File: config.mk
export PLATFORM = sky130hd
export DESIGN_NAME = adc_result_window_detect
export DESIGN_NICKNAME = d
export VERILOG_FILES = /design/src/core/adc_window_pkg.sv /design/src/core/result_format_if.sv /design/src/core/result_formatter.sv /design/src/core/adc_result_window_detect.sv
export SDC_FILE = /design/constraint.sdc
export NUM_CORES = 1
export LEC_CHECK = 0
export ABC_AREA = 1
export BUFFER_PORTS_ARGS = -buffer_cell sky130_fd_sc_hd__buf_2
export CAP_MARGIN = 5
export CORE_MARGIN = 2
export CORE_UTILIZATION = 64
export CTS_CLUSTER_SIZE = 10
export DETAILED_ROUTE_END_ITERATION = 8
export PLACE_DENSITY = 0.91
export SYNTH_ARGS = -nofsm -noshare
export SYNTH_HDL_FRONTEND = slang
export SYNTH_SLANG_ARGS = --single-unit
File: constraint.sdc
create_clock -name clk_i -period 5.9 [get_ports clk_i]
set_input_delay 1.18 -clock clk_i [delete_from_list [all_inputs] [get_ports clk_i]]
set_output_delay 1.18 -clock clk_i [all_outputs]
set_load 0.02 [all_outputs]
File: src/core/adc_window_pkg.sv
package adc_window_pkg;
   localparam int RESULT_W = 10;
   localparam logic [7:0] ADDR_CTRL = 8'hE8;
   localparam logic [7:0] ADDR_RESULT_HIGH = 8'hBF;
   localparam logic [7:0] ADDR_RESULT_LOW = 8'hBE;
   localparam logic [7:0] ADDR_GREATER_HIGH = 8'hC5;
   localparam logic [7:0] ADDR_GREATER_LOW = 8'hC4;
   localparam logic [7:0] ADDR_LESS_HIGH = 8'hC7;
   localparam logic [7:0] ADDR_LESS_LOW = 8'hC6;
   localparam logic [7:0] CTRL_RESET = 8'h00;
   localparam logic [7:0] RESULT_RESET = 8'h00;
   localparam logic [7:0] GREATER_RESET = 8'hFF;
   localparam logic [7:0] LESS_RESET = 8'h00;
   localparam logic [7:0] UNMAPPED_READ = 8'h00;
   localparam int CTRL_FLAG_BIT = 1;
   localparam int CTRL_LJUST_BIT = 0;
endpackage

File: src/core/result_format_if.sv
`timescale 1ns/1ps
interface result_format_if;
   logic [adc_window_pkg::RESULT_W-1:0] raw;
   logic left_justify;
   logic differential;
   logic [15:0] word;
   modport user (output raw, output left_justify, output differential,
      input word);
   modport formatter (input raw, input left_justify, input differential,
      output word);
endinterface

File: src/core/result_formatter.sv
`timescale 1ns/1ps
module result_formatter (
   result_format_if.formatter fmt
);
   always_comb begin
      if (fmt.left_justify) begin
         fmt.word = {fmt.raw, 6'h00};
      end else if (fmt.differential) begin
         fmt.word = {{6{fmt.raw[9]}}, fmt.raw};
      end else begin
         fmt.word = {6'h00, fmt.raw};
      end
   end
endmodule

File: src/core/adc_result_window_detect.sv
`timescale 1ns/1ps
module adc_result_window_detect (
   input wire logic clk_i,
   input wire logic srst_i,
   input wire logic [7:0] sfr_addr_i,
   input wire logic sfr_wr_i,
   input wire logic sfr_rd_i,
   input wire logic [7:0] sfr_wdata_i,
   input wire logic result_valid_i,
   input wire logic [adc_window_pkg::RESULT_W-1:0] result_data_i,
   input wire logic differential_i,
   output logic [7:0] sfr_rdata_o,
   output logic window_compare_flag_o,
   output logic result_left_justify_o
);
   logic [7:0] converter_control_reg;
   logic [7:0] result_high_byte;
   logic [7:0] result_low_byte;
   logic [7:0] window_greater_high_byte;
   logic [7:0] window_greater_low_byte;
   logic [7:0] window_less_high_byte;
   logic [7:0] window_less_low_byte;
   logic [7:0] next_converter_control_reg;
   logic [7:0] next_result_high_byte;
   logic [7:0] next_result_low_byte;
   logic [7:0] next_window_greater_high_byte;
   logic [7:0] next_window_greater_low_byte;
   logic [7:0] next_window_less_high_byte;
   logic [7:0] next_window_less_low_byte;
   logic [7:0] next_rdata;
   logic above_greater;
   logic below_less;
   logic window_hit;
   logic [15:0] greater_word;
   logic [15:0] less_word;
   logic less_above_greater;
   logic ctrl_write;
   logic result_high_write;
   logic result_low_write;
   logic greater_high_write;
   logic greater_low_write;
   logic less_high_write;
   logic less_low_write;

   result_format_if fmt ();

   result_formatter u_formatter (
      .fmt(fmt.formatter)
   );

   // Signed compare flips the sign bit so one unsigned compare serves both
   function automatic logic word_above(input logic [15:0] a,
      input logic [15:0] b, input logic is_signed);
      logic [15:0] ka;
      logic [15:0] kb;
      ka = {a[15] ^ is_signed, a[14:0]};
      kb = {b[15] ^ is_signed, b[14:0]};
      return ka > kb;
   endfunction

   // Strobe is an argument so every caller stays sensitive to it
   function automatic logic write_to(input logic strobe,
      input logic [7:0] addr, input logic [7:0] target);
      return strobe && addr == target;
   endfunction

   assign fmt.raw = result_data_i;
   assign fmt.left_justify =
      converter_control_reg[adc_window_pkg::CTRL_LJUST_BIT];
   assign fmt.differential = differential_i;
   assign greater_word = {window_greater_high_byte, window_greater_low_byte};
   assign less_word = {window_less_high_byte, window_less_low_byte};

   assign ctrl_write = write_to(sfr_wr_i, sfr_addr_i,
      adc_window_pkg::ADDR_CTRL);
   assign result_high_write = write_to(sfr_wr_i, sfr_addr_i,
      adc_window_pkg::ADDR_RESULT_HIGH);
   assign result_low_write = write_to(sfr_wr_i, sfr_addr_i,
      adc_window_pkg::ADDR_RESULT_LOW);
   assign greater_high_write = write_to(sfr_wr_i, sfr_addr_i,
      adc_window_pkg::ADDR_GREATER_HIGH);
   assign greater_low_write = write_to(sfr_wr_i, sfr_addr_i,
      adc_window_pkg::ADDR_GREATER_LOW);
   assign less_high_write = write_to(sfr_wr_i, sfr_addr_i,
      adc_window_pkg::ADDR_LESS_HIGH);
   assign less_low_write = write_to(sfr_wr_i, sfr_addr_i,
      adc_window_pkg::ADDR_LESS_LOW);

   always_comb begin
      // Limits are taken as already in the result's own format
      above_greater = word_above(fmt.word, greater_word,
         differential_i);
      below_less = word_above(less_word, fmt.word,
         differential_i);
      less_above_greater = word_above(less_word, greater_word,
         differential_i);
      // Less above greater gives an inside window, otherwise outside
      if (less_above_greater) begin
         window_hit = result_valid_i && above_greater && below_less;
      end else begin
         window_hit = result_valid_i && (above_greater || below_less);
      end
   end

   always_comb begin
      next_window_greater_high_byte = window_greater_high_byte;
      next_window_greater_low_byte = window_greater_low_byte;
      next_window_less_high_byte = window_less_high_byte;
      next_window_less_low_byte = window_less_low_byte;
      if (greater_high_write) begin
         next_window_greater_high_byte = sfr_wdata_i;
      end
      if (greater_low_write) begin
         next_window_greater_low_byte = sfr_wdata_i;
      end
      if (less_high_write) begin
         next_window_less_high_byte = sfr_wdata_i;
      end
      if (less_low_write) begin
         next_window_less_low_byte = sfr_wdata_i;
      end
   end

   always_ff @(posedge clk_i) begin
      if (srst_i) begin
         window_greater_high_byte <= adc_window_pkg::GREATER_RESET;
         window_greater_low_byte <= adc_window_pkg::GREATER_RESET;
         window_less_high_byte <= adc_window_pkg::LESS_RESET;
         window_less_low_byte <= adc_window_pkg::LESS_RESET;
      end else begin
         window_greater_high_byte <= next_window_greater_high_byte;
         window_greater_low_byte <= next_window_greater_low_byte;
         window_less_high_byte <= next_window_less_high_byte;
         window_less_low_byte <= next_window_less_low_byte;
      end
   end

   // A fresh result overrides a software write in the same cycle
   always_comb begin
      next_result_high_byte = result_high_byte;
      next_result_low_byte = result_low_byte;
      if (result_valid_i) begin
         next_result_high_byte = fmt.word[15:8];
         next_result_low_byte = fmt.word[7:0];
      end else begin
         if (result_high_write) begin
            next_result_high_byte = sfr_wdata_i;
         end
         if (result_low_write) begin
            next_result_low_byte = sfr_wdata_i;
         end
      end
   end

   always_ff @(posedge clk_i) begin
      if (srst_i) begin
         result_high_byte <= adc_window_pkg::RESULT_RESET;
         result_low_byte <= adc_window_pkg::RESULT_RESET;
      end else begin
         result_high_byte <= next_result_high_byte;
         result_low_byte <= next_result_low_byte;
      end
   end

   // Set wins over a simultaneous software clear
   always_comb begin
      next_converter_control_reg = converter_control_reg;
      if (ctrl_write) begin
         next_converter_control_reg = sfr_wdata_i;
      end
      if (window_hit) begin
         next_converter_control_reg[adc_window_pkg::CTRL_FLAG_BIT] =
            1'b1;
      end
   end

   always_ff @(posedge clk_i) begin
      if (srst_i) begin
         converter_control_reg <= adc_window_pkg::CTRL_RESET;
      end else begin
         converter_control_reg <= next_converter_control_reg;
      end
   end

   always_comb begin
      next_rdata = sfr_rdata_o;
      if (sfr_rd_i) begin
         unique case (sfr_addr_i)
            adc_window_pkg::ADDR_CTRL: next_rdata = converter_control_reg;
            adc_window_pkg::ADDR_RESULT_HIGH: next_rdata = result_high_byte;
            adc_window_pkg::ADDR_RESULT_LOW: next_rdata = result_low_byte;
            adc_window_pkg::ADDR_GREATER_HIGH:
               next_rdata = window_greater_high_byte;
            adc_window_pkg::ADDR_GREATER_LOW:
               next_rdata = window_greater_low_byte;
            adc_window_pkg::ADDR_LESS_HIGH:
               next_rdata = window_less_high_byte;
            adc_window_pkg::ADDR_LESS_LOW:
               next_rdata = window_less_low_byte;
            default: next_rdata = adc_window_pkg::UNMAPPED_READ;
         endcase
      end
   end

   always_ff @(posedge clk_i) begin
      if (srst_i) begin
         sfr_rdata_o <= adc_window_pkg::UNMAPPED_READ;
      end else begin
         sfr_rdata_o <= next_rdata;
      end
   end

   always_comb begin
      window_compare_flag_o =
         converter_control_reg[adc_window_pkg::CTRL_FLAG_BIT];
      result_left_justify_o =
         converter_control_reg[adc_window_pkg::CTRL_LJUST_BIT];
   end
endmodule

==> reports/qor.tcl, run 1 <==
set qor(tritoncts.num_buffers) 9
set qor(whs_endpoint) {sfr_rdata_o[5]}
set qor(detailroute.via_count) 4607
set qor(final_layout_size_suffix_gt1_frac) 0.116
set qor(drt_first_pass_iters) 6
set qor(power_per_cell_area_mw_per_mm2) 204
set qor(holdPathStages) 2
set qor(initial_utilization) 0.668
set qor(cp-end-kind) {register}
set qor(startpoint_type) {input port}
set qor(grt_setup_unrepaired) {no}
set qor(power.static_leakage_nw) 2.35
set qor(synth_edf_count) 0
set qor(finalHoldViolations) 0
set qor(dpl_worst_slack_ns) 2.78
set qor(clock_tree.buffer_depth) 2
set qor(async_flop_share) 0
set qor(n_antenna_cell) 0
set qor(final-max-slew-violation-count) 0
set qor(groute.usage.overall) 0.377
set qor(min-delay-start) {sfr_rdata_o[5]}
set qor(ys_ff_latch) 64
set qor(timing.reg2reg.worst_path_depth) 14
set qor(finish.net_count) 741
set qor(timing.setup.critical_path_class) {in -> reg}
set qor(htree_num_levels) 3
set qor(post-cts-setup-buffer-count) 0
set qor(final_setup_violation_count) 0
set qor(synth_xor_area_frac) 0.00616
set qor(grt_overflow) 0
set qor(yosys-top-cells-count) {nand2_1 (121), inv_1 (84), a21oi_1 (78), dfxtp_1 (64), nor2_1 (58)}
set qor(post_syn_nets) 708
set qor(cts_root_buffer) {clkbuf_8}
set qor(synth_compound_gate_area_share) 0.201
set qor(clk_latency_ns) 0.36
set qor(post-synth-top-count-cell) {nand2_1}
set qor(clkSlewWorstSetupHoldPaths_ns) 0.07
set qor(placement.cell_area_mm2) 0.00448
set qor(cts_sinks) 64
set qor(floorplan.die.height_um) 85.7
set qor(synth_top_family_by_area) {simple AND/OR/NAND/NOR gates}
set qor(worstReg2RegStart) {converter_control_reg[0]}
set qor(max_cap_viol_count) 0
set qor(fillerInstances) 497
set qor(cts.hold.buffers_added) 0
set qor(area_growth_pct) 9.85
set qor(antenna_found_initial) 0
set qor(post_synth_and_or_nand_nor_area_fraction) 0.255
set qor(grt_pass1_vias) 4336
set qor(cts_tree) {yes}
set qor(timing.setup.tns_ns) 0
set qor(route.detailed.wl_per_inst_um) 17.8
set qor(outcome) {complete, no violations}
set qor(fmax_mhz) 356
set qor(wl_um) 13200
set qor(worst_margin_slew_ns) 0.989
set qor(yosysTopAreaCell) {dfxtp_1}
set qor(synthFlopType) {dfxtp_1}
set qor(ys_types) 35
set qor(layout_setup_ws_ns) 3.09
set qor(worstPathMaxFanout) 5
set qor(vdd.ir_drop.worst_mv) 0.198
set qor(hpwl_um) 9890
set qor(synth.cell_area_mm2) 0.00427
set qor(grt_first_pass_wirelength_um) 21300
set qor(floorplan.die_area_mm2) 0.00734
set qor(ant_nets) 0
set qor(post_cts_resized) 0
set qor(core_mm2) 0.00639
set qor(required_ns) 6.20
set qor(avgViaCountPerCell) 6.20
set qor(dr.first_iter.drc_count) 614
set qor(grt_max_degree) 49
set qor(leading_post_synthesis_cells_by_cell_area) {dfxtp_1 (30%), ha_1 (14%), nand2_1 (11%), a21oi_1 (9.1%), inv_1 (7.4%)}
set qor(p_total_mw) 0.954
set qor(gp_routability_congestion) 0.981
set qor(period_minus_slack_ns) 2.81
set qor(seq_total_area_yosys) 0.300
set qor(post_synth_inst_count) 629
set qor(postSynthAreaPerCell_um2) 6.78
set qor(slew-limit-headroom) 0.337
set qor(synthMuxAreaShare) 0
set qor(worstHoldPathType) {reg -> reg}
set qor(rr_endpoint) {converter_control_reg[1]}
set qor(clock_skew_ns) 0.00620
set qor(whs_ns) 0.461
set qor(rrSetupSlack_ns) 3.19
set qor(cp.arrival_ns) 3.11
set qor(dieWidth_um) 85.7
set qor(port_buffers) 41
set qor(fin_area_mm2) 0.00469
set qor(num_rows) 29
set qor(number_of_remaining_drc_errors) 0
set qor(post-route-period-util) 0.476
set qor(yosys.area_share.adder) 0.138
set qor(synth_warnings) 0
set qor(synth.top_cell.area_share) 0.300
set qor(io-pin-count) 42
metal layers:
layer,vias to the layer above,global-route usage,share of wire
met3,93,0.0808,0.12
met1,2015,0.480,0.38
li1,2161,-,-
met4,0,0.192,0.060
met5,-,0,0
met2,338,0.605,0.44
power breakdown:
group	internal [mW]	switching (mW)
Sequential	0.439	0.00497
Combinational	0.0340	0.0746
Clock	0.228	0.173
through the flow:
step	cells	util
CTS	743	0.734
detailed placement	728	0.702
finish	743	0.734
floorplan	629	-
global placement	728	0.702
global route	743	0.734
placed cells by master (no fill, tap or decap), types with 2 or more instances in the layout:
cell | Yosys | final
nand2_1 | 121 | 121
inv_1 | 84 | 84
a21oi_1 | 78 | 78
dfxtp_1 | 64 | 64
nor2_1 | 58 | 58
ha_1 | 47 | 47
o21ai_1 | 41 | 41
buf_2 | 4 | 41
nand3_1 | 32 | 32
o21ai_0 | 21 | 21
o22ai_1 | 15 | 15
clkbuf_8 | 0 | 12
nand4_1 | 11 | 11
nand2_2 | 7 | 7
a21oi_2 | 4 | 4
nor3_1 | 3 | 3
nor2_4 | 3 | 3
clkinv_1 | 3 | 3
xor2_1 | 2 | 2
inv_2 | 2 | 2
a21o_1 | 2 | 2
final cells by class:
cell class                      instances  area [um^2]  share of cell area
Tap cell                               77         96.3              0.0206
Clock inverter                          2         37.5             0.00801
Sequential cell                        64         1280               0.273
Inverter                               89          334              0.0713
Clock buffer                           13          169              0.0360
Multi-Input combinational cell        457         2560               0.547
Timing Repair Buffer                   41          205              0.0438
critical path, cell delays in order:
cell	delay, ns
buf_2	0.13
nand2_1	0.12
nand2_1	0.13
o21ai_1	0.21
inv_1	0.09
ha_1	0.32
nand4_1	0.11
nor3_1	0.22
nand2_1	0.09
nand2_1	0.07
nand2_1	0.07
nor2_1	0.09
nand3_1	0.10
nand3_1	0.08
nand2_1	0.05
inv_1	0.06
worst max-delay path by stage:
stage                                 from                       end  slack [ns]  cells past startpoint
after floorplan           result_data_i[9]  converter_control_reg[1]        3.27                     14
after global placement       sfr_addr_i[1]  converter_control_reg[1]        2.82                      8
after detailed placement     sfr_addr_i[1]  converter_control_reg[1]        2.78                      8
after CTS                    sfr_addr_i[1]  converter_control_reg[1]        3.12                      8
after global routing        differential_i  converter_control_reg[1]        2.83                     16
final                       differential_i  converter_control_reg[1]        3.09                     16
kinds of logic after synthesis:
| family | after synthesis |
|---|---|
| flip-flops | 64 |
| AND/OR/NAND/NOR | 244 |
| adder cells (fa/ha/maj) | 47 |
| XOR/XNOR | 3 |
| AO/OA/AOI/OAI | 163 |
| buffers and inverters | 108 |
Power figures use the tool's default switching activity.
==> run 2, diff against run 1 <==
--- a/config.mk
+++ b/config.mk
@@ -5,14 +5,14 @@
 export SDC_FILE = /design/constraint.sdc
 export NUM_CORES = 1
 export LEC_CHECK = 0
-export ABC_AREA = 1
+export ABC_AREA = 0
 export BUFFER_PORTS_ARGS = -buffer_cell sky130_fd_sc_hd__buf_2
 export CAP_MARGIN = 5
 export CORE_MARGIN = 2
-export CORE_UTILIZATION = 64
+export CORE_UTILIZATION = 60
 export CTS_CLUSTER_SIZE = 10
 export DETAILED_ROUTE_END_ITERATION = 8
-export PLACE_DENSITY = 0.91
+export PLACE_DENSITY = 0.87
 export SYNTH_ARGS = -nofsm -noshare
 export SYNTH_HDL_FRONTEND = slang
 export SYNTH_SLANG_ARGS = --single-unit
==> constraint.sdc (replaced) <==
create_clock -name clk_i -period 2.8 [get_ports clk_i]
set_input_delay 0.56 -clock clk_i [delete_from_list [all_inputs] [get_ports clk_i]]
set_output_delay 0.56 -clock clk_i [all_outputs]
set_load 0.02 [all_outputs]
==> reports/qor.tcl, run 2 <==
set qor(outcome) {complete, no violations} ;# unchanged
set qor(hpwl_um) 9090 ;# was 9890 um
set qor(critical_path_buf_inv_count) 2 ;# was 3
set qor(dr.first_iter.drc_count) 349 ;# was 614
set qor(grt_overflow) 0 ;# unchanged
set qor(cp-end-kind) {register} ;# unchanged
set qor(clock_power_share) 0.437 ;# was 0.420
set qor(timing.critical_path.cells) {buf_4 -> mux2i_1 -> inv_1 -> ha_1 -> nand2_1 -> nor4_1 -> a21oi_1 -> a22oi_1 -> a21oi_1 -> a211oi_1} ;# was buf_2 -> nand2_1 -> nand2_1 -> o21ai_1 -> inv_1 -> ha_1 -> nand4_1 -> nor3_1 -> nand2_1 -> nand2_1 -> nand2_1 -> nor2_1 -> nand3_1 -> nand3_1 -> nand2_1 -> inv_1
set qor(required_ns) 3.07 ;# was 6.20 ns
set qor(startpoint_type) {register} ;# was input port
set qor(timing.setup.tns_ns) 0 ;# unchanged
set qor(leading_post_synthesis_cells_by_cell_area) {dfxtp_1 (31%), ha_1 (14%), mux2i_1 (6.7%), a211oi_1 (5.9%), a21oi_1 (4.8%)} ;# was dfxtp_1 (30%), ha_1 (14%), nand2_1 (11%), a21oi_1 (9.1%), inv_1 (7.4%)
set qor(initial_utilization) 0.617 ;# was 0.668
set qor(cp_slowest_cell) {dfxtp_2} ;# was ha_1
set qor(clock_tree.buffer_depth) 2 ;# unchanged
set qor(power.static_leakage_nw) 2.32 ;# was 2.35 nW
set qor(detailroute.via_count) 3991 ;# was 4607
set qor(worstPathMaxFanout) 9 ;# was 5
set qor(async_flop_share) 0 ;# unchanged
set qor(number_of_remaining_drc_errors) 0 ;# unchanged
set qor(ant_nets) 0 ;# unchanged
set qor(max_cap_viol_count) 0 ;# unchanged
set qor(final_cell_count_no_fill) 627 ;# was 743
set qor(internal_power_mw) 1.51 ;# was 0.701 mW
set qor(final_layout_size_suffix_gt1_frac) 0.160 ;# was 0.116
set qor(port_buffers) 41 ;# unchanged
set qor(crit_top_cell) {a21oi_1} ;# was nand2_1
set qor(ys_types) 44 ;# was 35
set qor(cts_root_buffer) {clkbuf_8} ;# unchanged
set qor(slew-limit-headroom) 0.539 ;# was 0.337
set qor(area_growth_pct) 12.2 ;# was 9.85%
set qor(yosys-top-cells-count) {dfxtp_1 (64), ha_1 (47), a21oi_1 (40), nand2_1 (40), nor2_1 (40)} ;# was nand2_1 (121), inv_1 (84), a21oi_1 (78), dfxtp_1 (64), nor2_1 (58)
set qor(p_total_mw) 2.05 ;# was 0.954 mW
set qor(timing.setup.critical_path_class) {reg -> reg} ;# was in -> reg
set qor(whs_ns) 0.459 ;# was 0.461 ns
set qor(post-cts-setup-buffer-count) 0 ;# unchanged
set qor(synth.top_cell.area_share) 0.305 ;# was 0.300
set qor(post-synth-top-count-cell) {dfxtp_1} ;# was nand2_1
set qor(clk_latency_ns) 0.35 ;# was 0.36 ns
set qor(io-pin-count) 42 ;# unchanged
set qor(p_seq_frac) 0.457 ;# was 0.466
set qor(most_common_library_cell_in_the_layout_ignoring_fill_and_taps) {dfxtp_1} ;# was nand2_1
set qor(regArea_mm2) 0.00128 ;# about the same
set qor(synth_warnings) 0 ;# unchanged
set qor(final_setup_violation_count) 0 ;# unchanged
set qor(p_comb_frac) 0.107 ;# was 0.114
set qor(cp.arrival_ns) 2.82 ;# was 3.11 ns
set qor(groute.usage.overall) 0.335 ;# was 0.377
set qor(fillerInstances) 569 ;# was 497
set qor(finish.net_count) 605 ;# was 741
set qor(period_minus_slack_ns) 2.55
set qor(antenna_found_initial) 0 ;# unchanged
set qor(gp_routability_congestion) 1.00 ;# was 0.981
set qor(htree_num_levels) 3 ;# unchanged
set qor(grt_pass1_vias) 3681 ;# was 4336
set qor(multiInputGateArea_mm2) 0.00264 ;# was 0.00256 mm^2
set qor(worst_margin_slew_ns) 0.691 ;# was 0.989 ns
set qor(postSynthAreaPerCell_um2) 8.61 ;# was 6.78 um^2
set qor(timing.critical_path.max_delay_family) {compound AO/OA/AOI/OAI gates} ;# was simple AND/OR/NAND/NOR gates
set qor(core_mm2) 0.00679 ;# was 0.00639 mm^2
set qor(grt_first_pass_wirelength_um) 19300 ;# was 21300 um
set qor(clkSlewWorstSetupHoldPaths_ns) 0.08 ;# was 0.07 ns
set qor(num_rows) 30 ;# was 29
set qor(fmax_mhz) 391
set qor(final_util) 0.693 ;# was 0.734
set qor(commonest_cells_after_routing_fill_and_taps_aside) {dfxtp_1 (63), ha_1 (47), buf_2 (41)} ;# was nand2_1 (121), inv_1 (84), a21oi_1 (78)
set qor(grt_max_degree) 49 ;# unchanged
set qor(cts.hold.buffers_added) 0 ;# unchanged
set qor(critPathMaxStageDelay_ns) 0.43 ;# was 0.32 ns
set qor(seq_total_area_yosys) 0.305 ;# was 0.300
set qor(p_switching_mw) 0.544 ;# was 0.253 mW
set qor(wl_um) 12400 ;# was 13200 um
set qor(worstHoldPathType) {reg -> reg} ;# unchanged
set qor(power_per_cell_area_mw_per_mm2) 436 ;# was 204 mW/mm^2
set qor(n_antenna_cell) 0 ;# unchanged
set qor(yosysTopAreaCell) {dfxtp_1} ;# unchanged
set qor(synth_edf_count) 0 ;# unchanged
set qor(ys_ff_latch) 64 ;# unchanged
set qor(avgViaCountPerCell) 6.37 ;# was 6.20
set qor(finalHoldViolations) 0 ;# unchanged
set qor(cts_sinks) 64 ;# unchanged
set qor(post-route-period-util) 0.912
set qor(post_synth_inst_count) 487 ;# was 629
set qor(tritoncts.num_buffers) 9 ;# unchanged
set qor(floorplan.die_area_mm2) 0.00768 ;# was 0.00734 mm^2
set qor(final-max-slew-violation-count) 0 ;# unchanged
set qor(route.detailed.wl_per_inst_um) 19.8 ;# was 17.8 um
set qor(synth.cell_area_mm2) 0.00420 ;# was 0.00427 mm^2
set qor(grt_setup_unrepaired) {no} ;# unchanged
set qor(dieWidth_um) 87.6 ;# was 85.7 um
set qor(vdd.ir_drop.worst_mv) 0.248 ;# was 0.198 mV
set qor(clock_skew_ns) 0.00952 ;# was 0.00620 ns
set qor(drt_first_pass_iters) 5 ;# was 6
set qor(cts_tree) {yes} ;# unchanged
set qor(dpl.cell_count) 611 ;# was 728
set qor(post_syn_nets) 566 ;# was 708
set qor(synthFlopType) {dfxtp_1} ;# unchanged
set qor(power.switching_fraction) 0.265 ;# about the same
set qor(floorplan.die.height_um) 87.6 ;# was 85.7 um
## run 2: changes by cell type after synthesis, sizes merged, moves of 23 or more
| cell | previous run | this run |
|---|---|---|
| inv | 86 | 36 |
| nand2 | 129 | 41 |
| a21oi | 82 | 40 |
| o21ai | 62 | 12 |
| a22oi | 0 | 23 |
| mux2i | 0 | 28 |
| a211oi | 0 | 33 |
## run 2: area by class of cell
type,instances,share of cell area
flip-flops and latches,64,0.272
clock inverters,7,0.0205
inverters,37,0.0295
clock buffers,9,0.0263
multi-input cells,360,0.562
repair buffers,54,0.0643
well taps,96,0.0255
## run 2: cell families after synthesis
| logic type | share of synthesized area |
|---|---|
| compound gates | 0.200 |
| xor+xnor | 0.00626 |
| fa+ha+maj | 0.140 |
| buf+inv | 0.0644 |
| flops | 0.305 |
| mux | 0.113 |
| simple gates | 0.171 |
## run 2: power groups by stage
| stage | combinational [mW] | clock, mW | sequential (mW) |
|---|---|---|---|
| after detailed placement | 0.211 | 0 | 0.957 |
| after floorplan | 0.129 | 0 | 0.955 |
| after CTS | 0.213 | 0.900 | 0.936 |
| final | 0.219 | 0.895 | 0.937 |
| after global placement | 0.206 | 0 | 0.957 |
| after global routing | 0.238 | 0.944 | 0.938 |
## run 2: tightest hold or removal path: cells and delay by family, from the launching register on
kind / cells / cell delay, ns
compound gates: 1 / 0.05
simple gates: 1 / 0.05
flops: 1 / 0.31
## run 2: what timing repair did
action | 4_1_cts | 5_1_grt
resized for setup | 0 | 1
hold endpoints to repair | 0 | 0
setup endpoints to repair | 0 | 1
## run 2: per-stage QoR
step | setup WS [ns] | area (um^2)
6_report | 0.245 | 4710
5_1_grt | 0.00866 | 4710
4_1_cts | 0.125 | 4710
3_5_place_dp | 0.000592 | 4490
3_3_place_gp | 0.0796 | 4490
2_1_floorplan | 0.191 | 4200
## run 2: layer usage
layer	part of all wire	track usage	vias up
li1	-	-	1850
met1	0.43	0.454	1877
met2	0.45	0.528	229
met3	0.080	0.0631	35
met4	0.039	0.137	0
met5	0	0	-
## run 2: worst paths after layout
kind | startpoint | endpoint | slack (ns) | cells past startpoint
worst max-delay path | converter_control_reg[0] | converter_control_reg[1] | 0.25 | 10
worst min-delay path | converter_control_reg[3] | converter_control_reg[3] | 0.46 | 2
worst max register to register | converter_control_reg[0] | converter_control_reg[1] | 0.25 | 10
worst min register to register | converter_control_reg[3] | converter_control_reg[3] | 0.46 | 2
==> run 3, diff against run 2 <==
--- a/config.mk
+++ b/config.mk
@@ -9,10 +9,10 @@
 export BUFFER_PORTS_ARGS = -buffer_cell sky130_fd_sc_hd__buf_2
 export CAP_MARGIN = 5
 export CORE_MARGIN = 2
-export CORE_UTILIZATION = 60
+export CORE_UTILIZATION = 39
 export CTS_CLUSTER_SIZE = 10
 export DETAILED_ROUTE_END_ITERATION = 8
-export PLACE_DENSITY = 0.87
+export PLACE_DENSITY = 0.63
 export SYNTH_ARGS = -nofsm -noshare
 export SYNTH_HDL_FRONTEND = slang
 export SYNTH_SLANG_ARGS = --single-unit
==> reports/qor.tcl, run 3 (synthesis gave the netlist of run 2 again) <==
set qor(p_seq_frac) 0.499 ;# was 0.457
set qor(number_of_remaining_drc_errors) 0 ;# unchanged
set qor(clock_power_share) 0.383 ;# was 0.437
set qor(min-delay-start) {converter_control_reg[2]} ;# was converter_control_reg[3]
set qor(drt_first_pass_iters) 5 ;# unchanged
set qor(grt_pass1_vias) 3716 ;# was 3681
set qor(clkSlewWorstSetupHoldPaths_ns) 0.07 ;# was 0.08 ns
set qor(cts_root_buffer) {clkbuf_8} ;# unchanged
set qor(worstHoldPathType) {reg -> reg} ;# unchanged
set qor(dieWidth_um) 108 ;# was 87.6 um
set qor(max_cap_viol_count) 0 ;# unchanged
set qor(floorplan.die_area_mm2) 0.0116 ;# was 0.00768 mm^2
set qor(n_antenna_cell) 0 ;# unchanged
set qor(p_total_mw) 1.88 ;# was 2.05 mW
set qor(final_setup_violation_count) 0 ;# unchanged
set qor(area_growth_pct) 13.0 ;# was 12.2%
set qor(route.detailed.wl_per_inst_um) 18.9 ;# was 19.8 um
set qor(clock_skew_ns) 0.00829 ;# was 0.00952 ns
set qor(timing.setup.critical_path_class) {reg -> reg} ;# unchanged
set qor(grt_setup_unrepaired) {no} ;# unchanged
set qor(dr.first_iter.drc_count) 308 ;# was 349
set qor(final_cell_count_no_fill) 669 ;# was 627
set qor(worstPathMaxFanout) 10 ;# was 9
set qor(grt_overflow) 0 ;# unchanged
set qor(worstReg2RegStart) {converter_control_reg[0]} ;# unchanged
set qor(launch_point_of_the_critical_path) {converter_control_reg[0]} ;# unchanged
set qor(most_common_library_cell_in_the_layout_ignoring_fill_and_taps) {dfxtp_1} ;# unchanged
set qor(dpl.cell_count) 653 ;# was 611
set qor(internal_power_mw) 1.35 ;# was 1.51 mW
set qor(htree_num_levels) 3 ;# unchanged
set qor(num_rows) 37 ;# was 30
set qor(worst_margin_slew_ns) 0.699 ;# was 0.691 ns
set qor(grt_max_degree) 49 ;# unchanged
set qor(gp_routability_congestion) 0.913 ;# was 1.00
set qor(cp_slowest_cell) {dfxtp_2} ;# unchanged
set qor(power.static_leakage_nw) 2.30 ;# was 2.32 nW
set qor(power.switching_fraction) 0.282 ;# was 0.265
set qor(timing.critical_path.cells) {buf_4 -> mux2i_1 -> inv_1 -> ha_1 -> nand2_1 -> nor4_2 -> a21oi_1 -> a22oi_1 -> a21oi_1 -> a211oi_1} ;# was buf_4 -> mux2i_1 -> inv_1 -> ha_1 -> nand2_1 -> nor4_1 -> a21oi_1 -> a22oi_1 -> a21oi_1 -> a211oi_1
set qor(detailroute.via_count) 3828 ;# was 3991
set qor(placement.cell_area_mm2) 0.00455 ;# was 0.00449 mm^2
set qor(fin_area_mm2) 0.00474 ;# was 0.00471 mm^2
set qor(vdd.ir_drop.worst_mv) 0.174 ;# was 0.248 mV
set qor(p_switching_mw) 0.529 ;# was 0.544 mW
set qor(final-max-slew-violation-count) 0 ;# unchanged
set qor(startpoint_type) {register} ;# unchanged
set qor(io-pin-count) 42 ;# unchanged
set qor(final_layout_size_suffix_gt1_frac) 0.167 ;# was 0.160
set qor(post-route-period-util) 0.904 ;# was 0.912
set qor(clk_latency_ns) 0.35 ;# about the same
set qor(post-cts-setup-buffer-count) 0 ;# unchanged
set qor(avgViaCountPerCell) 5.72 ;# was 6.37
set qor(core_mm2) 0.0104 ;# was 0.00679 mm^2
set qor(cts_sinks) 64 ;# unchanged
set qor(commonest_cells_after_routing_fill_and_taps_aside) {dfxtp_1 (63), ha_1 (47), buf_2 (41)} ;# unchanged
set qor(required_ns) 3.06 ;# was 3.07 ns
set qor(crit_top_cell) {a21oi_1} ;# unchanged
set qor(cp-end-kind) {register} ;# unchanged
set qor(finish.net_count) 607 ;# was 605
set qor(groute.usage.overall) 0.227 ;# was 0.335
set qor(fmax_mhz) 395 ;# was 391 MHz
set qor(cp.arrival_ns) 2.79 ;# was 2.82 ns
set qor(critPathMaxStageDelay_ns) 0.46 ;# was 0.43 ns
set qor(initial_utilization) 0.405 ;# was 0.617
set qor(power_per_cell_area_mw_per_mm2) 396 ;# was 436 mW/mm^2
set qor(slew-limit-headroom) 0.533 ;# was 0.539
set qor(clock_tree.buffer_depth) 2 ;# unchanged
set qor(p_comb_frac) 0.118 ;# was 0.107
set qor(timing.setup.tns_ns) 0 ;# unchanged
set qor(grt_first_pass_wirelength_um) 19900 ;# was 19300 um
set qor(period_minus_slack_ns) 2.53 ;# was 2.55 ns
set qor(hpwl_um) 9560 ;# was 9090 um
set qor(cts_tree) {yes} ;# unchanged
set qor(tritoncts.num_buffers) 9 ;# unchanged
set qor(wl_um) 12700 ;# was 12400 um
set qor(port_buffers) 41 ;# unchanged
set qor(ant_nets) 0 ;# unchanged
set qor(outcome) {complete, no violations} ;# unchanged
set qor(floorplan.die.height_um) 108 ;# was 87.6 um
set qor(finalHoldViolations) 0 ;# unchanged
set qor(antenna_found_initial) 0 ;# unchanged
==> run 3: changes by cell type in the layout (fill, tap and decap cells not counted), sizes merged <==
cell	before	now
buf	54	56
clkbuf	9	11
clkinvlp	0	3
clkinv	6	3
bufinv	2	0
==> run 3: path summary, 6_finish.rpt <==
check	to	depth (start not counted)	slack, ns
setup / recovery	converter_control_reg[1]	10	0.27
hold / removal	converter_control_reg[2]	2	0.46
setup reg to reg	converter_control_reg[1]	10	0.27
hold reg to reg	converter_control_reg[2]	2	0.46
==> run 3: worst max-delay path, delay by kind of cell (launching register included) <==
kind                       cells  cell delay [ns]
buffers and inverters          2             0.32
AOI/OAI and AO/OA              4             0.66
DFF                            1             0.46
and+or+nand+nor                2             0.36
adders and majority gates      1             0.29
muxes                          1             0.35
==> run 3: cell type report <==
type | count | area [um^2]
clock buffers | 11 | 141
clock inverters | 5 | 32.5
fillers | 1029 | 5630
inverters | 37 | 139
multi-input cells | 360 | 2660
flip-flops and latches | 64 | 1280
well taps | 136 | 170
repair buffers | 56 | 318
==> run 3: through the flow <==
step	setup slack (ns)	util	hold WS, ns
after floorplan	0.191	-	0.437
after detailed placement	-0.0180	0.439	0.450
after global placement	0.111	0.439	0.443
final	0.269	0.457	0.458
after CTS	0.118	0.456	0.459
after global routing	0.0406	0.457	0.481
==> run 3: repair_timing <==
item                                    in CTS  in global routing
endpoints found under the setup margin       0                  1
resized for setup                            0                  4
hold buffers                                 0                  0
==> run 3: power groups by stage <==
stage | combinational (mW) | clock [mW] | sequential [mW]
finish | 0.221 | 0.719 | 0.937
global route | 0.242 | 0.770 | 0.938
CTS | 0.218 | 0.730 | 0.937
floorplan | 0.129 | 0 | 0.955
detailed placement | 0.215 | 0 | 0.958
global placement | 0.211 | 0 | 0.958
==> run 3: layer usage <==
| layer | GRT usage | part of all wire | wire length [um] |
|---|---|---|---|
| met5 | 0 | 0 | 0 |
| met4 | 0.0952 | 0.026 | 329 |
| met3 | 0.0375 | 0.066 | 829 |
| met2 | 0.363 | 0.46 | 5760 |
| met1 | 0.303 | 0.45 | 5730 |
